`src/rtl/lfs_pkg.sv`:
```
package lfs_pkg;
    localparam int ADDR_W = 5;
    localparam int DATA_W = 9;
    localparam int CODE_W = 8;
    localparam int FRAME_BITS = 16;
    localparam int CNT_W = 4;
    // Command frame: write flag, address, odd parity, data.
    localparam int F_WR = 15;
    localparam int F_ADDR_HI = 14;
    localparam int F_ADDR_LO = 10;
    localparam int F_DATA_HI = 8;
    localparam logic [ADDR_W-1:0] ADDR_FAULT = 5'h01;
    localparam logic [ADDR_W-1:0] ADDR_OT_LIMIT = 5'h02;
    localparam logic [ADDR_W-1:0] ADDR_CH1_PEAK = 5'h03;
    localparam logic [ADDR_W-1:0] ADDR_CH2_PEAK = 5'h04;
    localparam logic [ADDR_W-1:0] ADDR_CH1_OFF = 5'h05;
    localparam logic [ADDR_W-1:0] ADDR_TEMP = 5'h09;
    localparam int B_COMM = 0;
    localparam int B_OT = 1;
    localparam int B_GSL1 = 2;
    localparam int B_GSL2 = 3;
    localparam int B_RESTART = 4;
    localparam logic [DATA_W-1:0] FAULT_RST = 9'h010;
    localparam logic [CODE_W-1:0] CODE_RST = 8'h80;
    localparam int MV_PER_VOLT = 1000;
    localparam int CLK_PERIOD_NS = 50;
    localparam int DAC_UPDATE_NS = 1000;
    localparam int DAC_UPDATE_CYC = DAC_UPDATE_NS / CLK_PERIOD_NS;
endpackage

```
`src/rtl/lfs_serial_port.sv`:
```
`timescale 1ns/1ps
module lfs_serial_port #(
    parameter int FRAME_BITS = 16
) (
    input  wire logic                  clk_i,
    input  wire logic                  resetn_i,
    input  wire logic                  sclk_i,
    input  wire logic                  chip_sel_n_i,
    input  wire logic                  mosi_i,
    input  wire logic [FRAME_BITS-1:0] resp_word_i,
    output logic                       miso_o,
    output logic                       miso_oe_n_o,
    output logic                       frame_start_o,
    output logic                       word_valid_o,
    output logic                       count_bad_o,
    output logic [FRAME_BITS-1:0]      word_o
);
    logic                      sclk_q_r;
    logic                      csn_q_r;
    logic                      any_r;
    logic [lfs_pkg::CNT_W-1:0] cnt_r;
    logic [FRAME_BITS-1:0]     tx_r;
    logic                      rise;
    logic                      fall;
    logic                      csn_rise;

    assign rise = sclk_i & ~sclk_q_r & ~chip_sel_n_i;
    assign fall = ~sclk_i & sclk_q_r & ~chip_sel_n_i;
    assign csn_rise = chip_sel_n_i & ~csn_q_r;
    assign frame_start_o = ~chip_sel_n_i & csn_q_r;
    // Only the last full word of a transfer is executed.
    assign word_valid_o = csn_rise & any_r & (cnt_r == '0);
    assign count_bad_o = csn_rise & (cnt_r != '0);
    assign miso_o = tx_r[FRAME_BITS-1];
    assign miso_oe_n_o = chip_sel_n_i;

    always_ff @(posedge clk_i or negedge resetn_i) begin
        if (!resetn_i) begin
            sclk_q_r <= 1'b0;
            csn_q_r <= 1'b1;
        end else begin
            sclk_q_r <= sclk_i;
            csn_q_r <= chip_sel_n_i;
        end
    end

    always_ff @(posedge clk_i or negedge resetn_i) begin
        if (!resetn_i) begin
            cnt_r <= '0;
            any_r <= 1'b0;
            word_o <= '0;
        end else if (frame_start_o) begin
            cnt_r <= '0;
            any_r <= 1'b0;
        end else if (rise) begin
            cnt_r <= cnt_r + 1'b1;
            any_r <= 1'b1;
            word_o <= {word_o[FRAME_BITS-2:0], mosi_i};
        end
    end

    always_ff @(posedge clk_i or negedge resetn_i) begin
        if (!resetn_i) begin
            tx_r <= '0;
        end else if (frame_start_o) begin
            tx_r <= resp_word_i;
        end else if (fall) begin
            tx_r <= {tx_r[FRAME_BITS-2:0], 1'b0};
        end
    end
endmodule

```
`src/rtl/lfs_regs.sv`:
```
`timescale 1ns/1ps
module lfs_regs #(
    parameter int NCH = 2
) (
    input  wire logic                         clk_i,
    input  wire logic                         resetn_i,
    input  wire logic                         sclk_i,
    input  wire logic                         chip_sel_n_i,
    input  wire logic                         mosi_i,
    output logic                              miso_o,
    output logic                              miso_oe_n_o,
    input  wire logic [NCH-1:0]               boot_low_i,
    input  wire logic [lfs_pkg::CODE_W-1:0]   die_temp_sample_i,
    output logic [NCH-1:0]                    gate_off_o,
    output logic [NCH-1:0][lfs_pkg::CODE_W-1:0] peak_current_code_o,
    output logic [lfs_pkg::CODE_W-1:0]        off_time_code_o,
    output logic [lfs_pkg::CODE_W-1:0]        overtemp_limit_code_o
);
    localparam int FB = lfs_pkg::FRAME_BITS;
    localparam int AW = lfs_pkg::ADDR_W;
    localparam int DW = lfs_pkg::DATA_W;
    localparam int CW = lfs_pkg::CODE_W;

    logic          frame_start;
    logic          word_valid;
    logic          count_bad;
    logic [FB-1:0] word;
    logic [FB-1:0] resp_word;

    logic          wr_cmd;
    logic [AW-1:0] addr;
    logic [DW-1:0] data;
    logic          par_ok;
    logic          data_ok;
    logic          good;
    logic          serial_err;
    logic          rd_ok;
    logic          wr_ok;
    logic          flag_rd_clr;
    logic          ot_cond;

    logic          comm_flag_r;
    logic          ot_flag_r;
    logic          restart_r;
    logic [NCH-1:0] gsl_r;
    logic [NCH-1:0] gate_off_r;
    logic [NCH-1:0][CW-1:0] peak_r;
    logic [CW-1:0] limit_r;
    logic [CW-1:0] off_r;
    logic [DW-1:0] fault_bits;
    logic [DW-1:0] rd_mux;
    logic [DW-1:0] rd_data_r;
    logic          last_wr_r;
    logic [AW-1:0] last_addr_r;
    logic [DW-1:0] last_wdata_r;

    lfs_serial_port #(
        .FRAME_BITS (FB)
    ) u_port (
        .clk_i         (clk_i),
        .resetn_i      (resetn_i),
        .sclk_i        (sclk_i),
        .chip_sel_n_i  (chip_sel_n_i),
        .mosi_i        (mosi_i),
        .resp_word_i   (resp_word),
        .miso_o        (miso_o),
        .miso_oe_n_o   (miso_oe_n_o),
        .frame_start_o (frame_start),
        .word_valid_o  (word_valid),
        .count_bad_o   (count_bad),
        .word_o        (word)
    );

    assign wr_cmd = word[lfs_pkg::F_WR];
    assign addr = word[lfs_pkg::F_ADDR_HI:lfs_pkg::F_ADDR_LO];
    assign data = word[lfs_pkg::F_DATA_HI:0];
    // Odd parity over the whole frame, parity bit included.
    assign par_ok = ^word;
    assign data_ok = wr_cmd | (data == '0);
    assign good = word_valid & par_ok & data_ok;
    assign serial_err = count_bad | (word_valid & ~(par_ok & data_ok));
    assign rd_ok = good & ~wr_cmd;
    assign wr_ok = good & wr_cmd;
    // A faulty read must not destroy flags the host never saw.
    assign flag_rd_clr = rd_ok & (addr == lfs_pkg::ADDR_FAULT);
    assign ot_cond = die_temp_sample_i > limit_r;

    always_comb begin
        fault_bits = '0;
        fault_bits[lfs_pkg::B_COMM] = comm_flag_r;
        fault_bits[lfs_pkg::B_OT] = ot_flag_r;
        fault_bits[lfs_pkg::B_GSL1] = gsl_r[0];
        fault_bits[lfs_pkg::B_GSL2] = gsl_r[1];
        fault_bits[lfs_pkg::B_RESTART] = restart_r;
    end

    // Set wins over the read clear, so an error in the clearing cycle survives.
    always_ff @(posedge clk_i or negedge resetn_i) begin
        if (!resetn_i) begin
            comm_flag_r <= lfs_pkg::FAULT_RST[lfs_pkg::B_COMM];
        end else begin
            comm_flag_r <= serial_err | (comm_flag_r & ~flag_rd_clr);
        end
    end

    // The asynchronous reset stands for the power-on reset of the device.
    always_ff @(posedge clk_i or negedge resetn_i) begin
        if (!resetn_i) begin
            restart_r <= lfs_pkg::FAULT_RST[lfs_pkg::B_RESTART];
        end else if (flag_rd_clr) begin
            restart_r <= 1'b0;
        end
    end

    always_ff @(posedge clk_i or negedge resetn_i) begin
        if (!resetn_i) begin
            ot_flag_r <= lfs_pkg::FAULT_RST[lfs_pkg::B_OT];
        end else begin
            ot_flag_r <= ot_cond | (ot_flag_r & ~flag_rd_clr);
        end
    end

    genvar g;
    for (g = 0; g < NCH; g++) begin : g_ch
        always_ff @(posedge clk_i or negedge resetn_i) begin
            if (!resetn_i) begin
                gate_off_r[g] <= 1'b0;
                gsl_r[g] <= 1'b0;
            end else begin
                gate_off_r[g] <= boot_low_i[g];
                gsl_r[g] <= boot_low_i[g] | (gsl_r[g] & ~flag_rd_clr);
            end
        end

        // The code goes to the converter as is: one count per millivolt.
        always_ff @(posedge clk_i or negedge resetn_i) begin
            if (!resetn_i) begin
                peak_r[g] <= lfs_pkg::CODE_RST;
            end else if (wr_ok && addr == AW'(lfs_pkg::ADDR_CH1_PEAK + g)) begin
                peak_r[g] <= data[CW-1:0];
            end
        end
    end

    always_ff @(posedge clk_i or negedge resetn_i) begin
        if (!resetn_i) begin
            limit_r <= lfs_pkg::CODE_RST;
        end else if (wr_ok && addr == lfs_pkg::ADDR_OT_LIMIT) begin
            limit_r <= data[CW-1:0];
        end
    end

    always_ff @(posedge clk_i or negedge resetn_i) begin
        if (!resetn_i) begin
            off_r <= lfs_pkg::CODE_RST;
        end else if (wr_ok && addr == lfs_pkg::ADDR_CH1_OFF) begin
            off_r <= data[CW-1:0];
        end
    end

    assign gate_off_o = gate_off_r;
    assign peak_current_code_o = peak_r;
    assign off_time_code_o = off_r;
    assign overtemp_limit_code_o = limit_r;

    // Unmapped addresses and reserved bit 8 read as zero.
    always_comb begin
        rd_mux = '0;
        case (addr)
            lfs_pkg::ADDR_FAULT:    rd_mux = fault_bits;
            lfs_pkg::ADDR_OT_LIMIT: rd_mux = {1'b0, limit_r};
            lfs_pkg::ADDR_CH1_PEAK: rd_mux = {1'b0, peak_r[0]};
            lfs_pkg::ADDR_CH2_PEAK: rd_mux = {1'b0, peak_r[1]};
            lfs_pkg::ADDR_CH1_OFF:  rd_mux = {1'b0, off_r};
            lfs_pkg::ADDR_TEMP:     rd_mux = {1'b0, die_temp_sample_i};
            default:                rd_mux = '0;
        endcase
    end

    // Read data is taken before the clear lands, so the host sees what was set.
    always_ff @(posedge clk_i or negedge resetn_i) begin
        if (!resetn_i) begin
            rd_data_r <= '0;
        end else if (rd_ok) begin
            rd_data_r <= rd_mux;
        end
    end

    always_ff @(posedge clk_i or negedge resetn_i) begin
        if (!resetn_i) begin
            last_wr_r <= 1'b0;
            last_addr_r <= '0;
            last_wdata_r <= '0;
        end else if (good) begin
            last_wr_r <= wr_cmd;
            last_addr_r <= addr;
            last_wdata_r <= data;
        end
    end

    // Bit 15 is always the live comm fault; read answers add the live flags.
    always_comb begin
        if (last_wr_r) begin
            resp_word = {comm_flag_r, last_addr_r, 1'b0, last_wdata_r};
        end else begin
            resp_word = {comm_flag_r, restart_r, gsl_r[1], gsl_r[0], ot_flag_r,
                         2'b00, rd_data_r};
        end
    end
endmodule

```
`config.mk`:
```
export PLATFORM = sky130hd
export DESIGN_NAME = lfs_regs
export DESIGN_NICKNAME = d
export VERILOG_FILES = /design/src/rtl/lfs_pkg.sv /design/src/rtl/lfs_serial_port.sv /design/src/rtl/lfs_regs.sv
export SDC_FILE = /design/constraint.sdc
export NUM_CORES = 1
export LEC_CHECK = 0
export BUFFER_PORTS_ARGS = -buffer_cell sky130_fd_sc_hd__buf_2
export CORE_MARGIN = 1.5
export CORE_UTILIZATION = 55
export CTS_BUF_LIST = sky130_fd_sc_hd__clkbuf_4
export DETAILED_ROUTE_END_ITERATION = 7
export HOLD_SLACK_MARGIN = 0.02
export PLACE_DENSITY = 0.9
export SKIP_LAST_GASP = 1
export SYNTH_ARGS = -nofsm -noshare
export SYNTH_HDL_FRONTEND = slang
export SYNTH_HIERARCHICAL = 1
export SYNTH_SLANG_ARGS = --single-unit
```
`constraint.sdc`:
```
create_clock -name clk_i -period 2.56 [get_ports clk_i]
set_input_delay 0.512 -clock clk_i [delete_from_list [all_inputs] [get_ports clk_i]]
set_output_delay 0.512 -clock clk_i [all_outputs]
set_load 0.01 [all_outputs]
```
==> results.json, run 1 <==
{
  "synth_edf_count": 0,
  "ys_ff_latch": 101,
  "fin_nets": 536,
  "worst_slack_ps": -17.8,
  "cts_sinks": 101,
  "peakVddDrop_mv": 0.342,
  "cp.arrival_ps": 2950,
  "routedWlPerCell_um": 21.1,
  "io_pins": 51,
  "finalMaxSlewViolations": 0,
  "relSlewSlack_pct": 46.7,
  "drtIter0Drc": 391,
  "end_kind": "flip-flop",
  "ant_nets": 0,
  "fin_crit_ps": 2580,
  "path_max_fanout": 4,
  "vias": 3799,
  "drt-total-wl_mm": 12.9,
  "avgSynthCellArea_um2": 11.9,
  "yosys-top-cells-area": "dfrtp_1 (49%), mux2_2 (15%), ha_1 (5.4%)",
  "grt_pass1_vias": 3876,
  "seqCellArea_mm2": 0.00253,
  "outcome": "finished, violations left",
  "rsz0062_at_grt": "true",
  "h-tree-depth": 3,
  "setup_viol": 4,
  "grt_max_degree": 43,
  "synthTopCellsByCount": "dfrtp_1 (95), mux2_2 (63), inv_1 (41)",
  "multi_input_area_mm2": 0.00227,
  "antenna_found_initial": 0,
  "hp-class": "in -> reg",
  "synth_flop_cell": "dfrtp_1",
  "via_per_inst": 6.20,
  "syn_inst": 410,
  "hold_viol_final": 0,
  "grt-ovfl-total": 0,
  "gp_congestion": 0.919,
  "die_h_um": 97.3,
  "drive_above_1_share_pct": 41.2,
  "diodes": 0,
  "ys_warn_count": 6,
  "synthesis.area_mm2": 0.00489,
  "clkTransAtPathRegs_ps": 160,
  "max_freq_mhz": 388,
  "syn2layout_area_growth_pct": 19.1,
  "pwr_density_cell_mw_per_mm2": 598,
  "cts_buffers": 9,
  "clock_latency_ps": 490,
  "ys_types": 47,
  "worstMarginPinSlew_ps": 797,
  "ys_seq_area_share_pct": 51.9,
  "portBuffers": 50,
  "track_usage_pct": 27.0,
  "p_leak_uw": 0.00283,
  "initial_core_util_pct": 56.3,
  "synth-async-reset-ratio_pct": 100,
  "grt_pass1_wl_mm": 19.8,
  "dp_hpwl_mm": 8.81,
  "crit_type": "reg -> reg",
  "die_width_um": 97.3,
  "drv_cap": 0,
  "final.period_utilization_pct": 101,
  "violations": "setup timing",
  "fin_skew_ps": 19.9,
  "clk_path_buf_depth": 2,
  "core-area_mm2": 0.00868,
  "crit_required_ps": 2940,
  "core.rowCount": 34,
  "fin_worst_hold_slack_ps": 152,
  "netlist.area_leader.share_pct": 48.7,
  "crit_path_start_kind": "flip-flop",
  "yosysMostFrequentCell": "dfrtp_1",
  "yosysTopAreaCell": "dfrtp_1",
  "cts_tree": "yes",
  "drc": 0,
  "cts_root_buffer": "clkbuf_4",
  "die_area_mm2": 0.00946,
  "drt_first_pass_iters": 6,
  "final_core_util_pct": 67.1,
  "n_fill_cell": 600,
  "synth_nets": 446
}
==> final cells by class <==
class                      count  area share (%)
sequential                   101            43.6
multi-input combinational    254            39.1
timing repair buffer          93            10.3
inverter                      41            2.64
tap                          108            2.32
clock buffer                  10            1.29
clock inverter                 6           0.795
==> metrics by stage <==
stage	TNS (ps)	total power [uW]	cells	area [um2]	worst slack (ps)
5_1_grt	-1940	3610	613	5820	-92.7
3_5_place_dp	-1560	2380	590	5480	-110
2_1_floorplan	0	2090	410	4890	1.29
3_3_place_gp	0	2360	590	5480	15.6
4_1_cts	0	3330	611	5690	10.3
6_report	-33.2	3480	613	5820	-17.8
==> path summary, 6_finish.rpt <==
kind                              startpoint                     end  slack, ps  depth (start not counted)
min in group asynchronous           resetn_i  peak_current_code_o[5]        550                          2
hold reg to reg              last_wdata_r[0]         last_wdata_r[0]        510                          2
setup reg to reg           u_port/word_o[13]             comm_flag_r        -20                          8
max in group asynchronous           resetn_i         last_wdata_r[4]       1310                          3
setup / recovery           u_port/word_o[13]             comm_flag_r        -20                          8
hold / removal                 boot_low_i[0]           gate_off_o[0]        150                          1
==> critical path, stage by stage, from the launching register on <==
cell	delay, ps
dfrtp_1	420
inv_2	90
ha_4	200
xnor2_2	170
xnor3_1	370
xnor2_2	230
nand3_2	120
or4b_4	520
a221o_1	360
==> placed cells by master, fill, tap and decap left out, types with 4 or more instances in the layout <==
cell type,count
clkbuf_4,10
mux2_4,13
nand2b_1,4
a22o_1,4
mux2i_1,8
and2_1,5
mux2_2,50
nand2_1,23
inv_2,7
o21ai_0,34
a21oi_1,8
buf_2,49
dfrtp_1,95
inv_1,34
dfstp_2,6
nor2_1,5
a22oi_1,19
ha_1,18
buf_4,39
a222oi_1,6
xnor2_2,6
==> flip-flops by register name, summed over array words and instances, names as in the netlist <==
name	flops
u_port/word_o	16
comm_flag_r	1
last_wdata_r	9
restart_r	1
ot_flag_r	1
u_port/cnt_r	4
u_port/sclk_q_r	1
gate_off_o	2
u_port/tx_r	16
rd_data_r	8
u_port/csn_q_r	1
overtemp_limit_code_o	8
off_time_code_o	8
last_wr_r	1
peak_current_code_o	16
u_port/any_r	1
last_addr_r	5
fault_bits	2
==> where the power goes <==
part           internal, uW  total [uW]  switching (uW)  leakage [uW]
Sequential             1680        1730            59.2       0.00131
Clock                   217         771             554     0.0000634
Combinational           478         974             496       0.00145
Total                  2370        3480            1110       0.00283
==> routing by layer <==
layer | up-vias | GRT usage [%] | wire (um)
met5 | - | 0 | 0
met4 | 0 | 13.3 | 516
li1 | 1628 | - | -
met3 | 52 | 7.55 | 1040
met2 | 209 | 42.5 | 6310
met1 | 1910 | 34.6 | 5040
==> logic make-up (layout without fill, tap and decap cells) <==
family	Yosys count	count (layout)	synth area share, %
AOI/OAI and AO/OA	86	86	11.6
xor gates and xnor gates	8	8	1.87
adders and majority gates	21	21	5.38
buffers and inverters	55	150	4.74
DFF	101	101	51.9
muxes	71	71	16.2
other	1	1	0.0768
and+or+nand+nor	67	67	8.27
==> timing repair <==
item,4_1_cts,5_1_grt
resized for setup,9,27
hold endpoints to repair,33,0
pin swaps,2,7
buffers inserted,4,2
hold buffers,1,0
setup endpoints to repair,32,58
Note: power is estimated with default switching activity, not from simulation.
==> run 2, diff against run 1 <==
--- a/config.mk
+++ b/config.mk
@@ -6,12 +6,14 @@
 export NUM_CORES = 1
 export LEC_CHECK = 0
 export BUFFER_PORTS_ARGS = -buffer_cell sky130_fd_sc_hd__buf_2
+export CORE_ASPECT_RATIO = 1.2
 export CORE_MARGIN = 1.5
-export CORE_UTILIZATION = 55
+export CORE_UTILIZATION = 37
 export CTS_BUF_LIST = sky130_fd_sc_hd__clkbuf_4
 export DETAILED_ROUTE_END_ITERATION = 7
 export HOLD_SLACK_MARGIN = 0.02
-export PLACE_DENSITY = 0.9
+export MAX_ROUTING_LAYER = met4
+export PLACE_DENSITY = 0.68
 export SKIP_LAST_GASP = 1
 export SYNTH_ARGS = -nofsm -noshare
 export SYNTH_HDL_FRONTEND = slang
==> results.json, run 2 (same netlist as run 1, synthesis figures left out) <==
{
  "outcome": "complete, no violations",
  "worst_slack_ps": 31.2,
  "seqCellArea_mm2": 0.00253,
  "peakVddDrop_mv": 0.248,
  "fin_crit_ps": 2530,
  "cp_top_family": "XOR/XNOR gates",
  "grt_max_degree": 53,
  "clock_latency_ps": 460,
  "drc": 0,
  "dp_hpwl_mm": 8.74,
  "setup_viol": 0,
  "ant_nets": 0,
  "cp_cell_sequence": "inv_2 > ha_4 > xnor2_2 > xnor3_1 > xnor2_2 > nand3_2 > or4b_4 > buf_4 > a21o_1",
  "grt_pass1_wl_mm": 18.7,
  "antenna_found_initial": 0,
  "clkPwrFrac_pct": 25.7,
  "n_fill_cell": 1161,
  "pwr_density_cell_mw_per_mm2": 563,
  "stdcell_area_mm2": 0.00579,
  "track_usage_pct": 18.2,
  "p_seq_share_pct": 53.1,
  "h-tree-depth": 3,
  "grt-ovfl-total": 0,
  "routedWlPerCell_um": 17.3,
  "end_kind": "flip-flop",
  "portBuffers": 50,
  "syn2layout_area_growth_pct": 18.5,
  "initial_core_util_pct": 38.2,
  "cts_root_buffer": "clkbuf_4",
  "grt_pass1_vias": 3624,
  "clk_path_buf_depth": 2,
  "switching_power_uw": 911,
  "gp_congestion": 0.885,
  "io_pins": 51,
  "core-area_mm2": 0.0128,
  "cts_buffers": 9,
  "cpMostUsedCell": "xnor2_2",
  "relSlewSlack_pct": 61.7,
  "die_h_um": 129,
  "crit_buf_inv": 2,
  "worstMarginPinSlew_ps": 575,
  "crit_type": "reg -> reg",
  "crit_path_start_kind": "flip-flop",
  "final_cell_mix": "dfrtp_1 (95), mux2_2 (63), buf_2 (49), inv_1 (35)",
  "slowest_stage": "or4b_4",
  "p_leak_uw": 0.00279,
  "fin_nets": 530,
  "max_stage_delay_ps": 550,
  "crit_required_ps": 2920,
  "max_freq_mhz": 395,
  "comb_power_share_pct": 21.2,
  "cts_sinks": 101,
  "fin_skew_ps": 20.9,
  "drt-total-wl_mm": 11.5,
  "placedInstanceArea_mm2": 0.00556,
  "path_max_fanout": 4,
  "clkTransAtPathRegs_ps": 160,
  "die_area_mm2": 0.0139,
  "multi_input_area_mm2": 0.00218,
  "place_ws_ps": -44.7,
  "die_width_um": 108,
  "drt_first_pass_iters": 5,
  "cp.arrival_ps": 2890,
  "p_int_uw": 2350,
  "vias": 3425,
  "drive_above_1_share_pct": 39.5,
  "rsz0062_at_grt": "true",
  "cts_tree": "yes",
  "core.rowCount": 45,
  "drtIter0Drc": 181,
  "swShare_pct": 28.0,
  "via_per_inst": 5.16,
  "drv_cap": 0,
  "hp-class": "in -> reg",
  "hold_viol_final": 0,
  "final.period_utilization_pct": 98.8,
  "final_common_cell": "dfrtp_1",
  "finalMaxSlewViolations": 0
}
==> run 2: cell types whose count changed in the layout (fill, tap and decap cells not counted), moves of 3 or more <==
cell     previous run  this run
xnor2_2             6         3
mux2_2             50        63
xnor2_1             1         4
mux2_4             13         0
buf_6               3         0
buf_4              39        34
==> run 2: per-stage QoR <==
step | setup TNS [ps] | power, uW | cells | hold WS [ps] | utilization, %
CTS | -0.0537 | 3300 | 663 | 167 | 45.1
global route | -594 | 3430 | 663 | 147 | 45.3
detailed placement | -275 | 2370 | 644 | 390 | 43.5
floorplan | 0 | 2090 | 410 | 216 | -
finish | 0 | 3260 | 664 | 189 | 45.3
global placement | 0 | 2360 | 644 | 391 | 43.5
==> run 2: power by group through the flow <==
stage	clock network, uW	registers, uW	logic, uW
floorplan	0	1760	332
global placement	0	1750	605
detailed placement	0	1760	617
CTS	872	1730	703
global route	937	1740	753
finish	839	1730	690
==> run 2: cell type report <==
type                            instances  area share (%)
Clock buffer                           12            1.56
Inverter                               41            2.66
Antenna cell                            1          0.0432
Tap cell                              164            3.54
Clock inverter                          4           0.864
Sequential cell                       101            43.8
Multi-Input combinational cell        254            37.7
Timing Repair Buffer                   87            9.85
==> run 2: routing by layer <==
| metal | vias up | global-route usage, % | part of all wire, % |
|---|---|---|---|
| li1 | 1626 | - | - |
| met1 | 1699 | 22.2 | 44 |
| met2 | 77 | 29.8 | 50 |
| met3 | 23 | 3.60 | 3.3 |
| met4 | 0 | 7.12 | 2.4 |
| met5 | - | - | 0 |
==> run 2: final timing paths <==
path	from	end	slack, ps	cells past startpoint
worst min-delay path	boot_low_i[0]	gate_off_o[0]	190	1
worst max register to register	u_port/word_o[13]	fault_bits[2]	30	9
max in group asynchronous	resetn_i	rd_data_r[1]	1390	3
worst max-delay path	u_port/word_o[13]	fault_bits[2]	30	9
worst min register to register	last_wdata_r[1]	last_wdata_r[1]	490	2
min in group asynchronous	resetn_i	u_port/word_o[13]	450	2
==> run 2: timing repair <==
item	in CTS	in global routing
hold endpoints to repair	13	0
resized for setup	9	4
endpoints found under the setup margin	31	52
buffers inserted	2	0
cloned	0	0
hold buffers	1	0
pin swaps	4	6
==> run 2: worst reg2reg max path, cell delays in order, from the launching register on <==
cell	delay [ps]
dfrtp_1	420
inv_2	80
ha_4	200
xnor2_2	130
xnor3_1	370
xnor2_2	230
nand3_2	110
or4b_4	550
buf_4	150
a21o_1	170
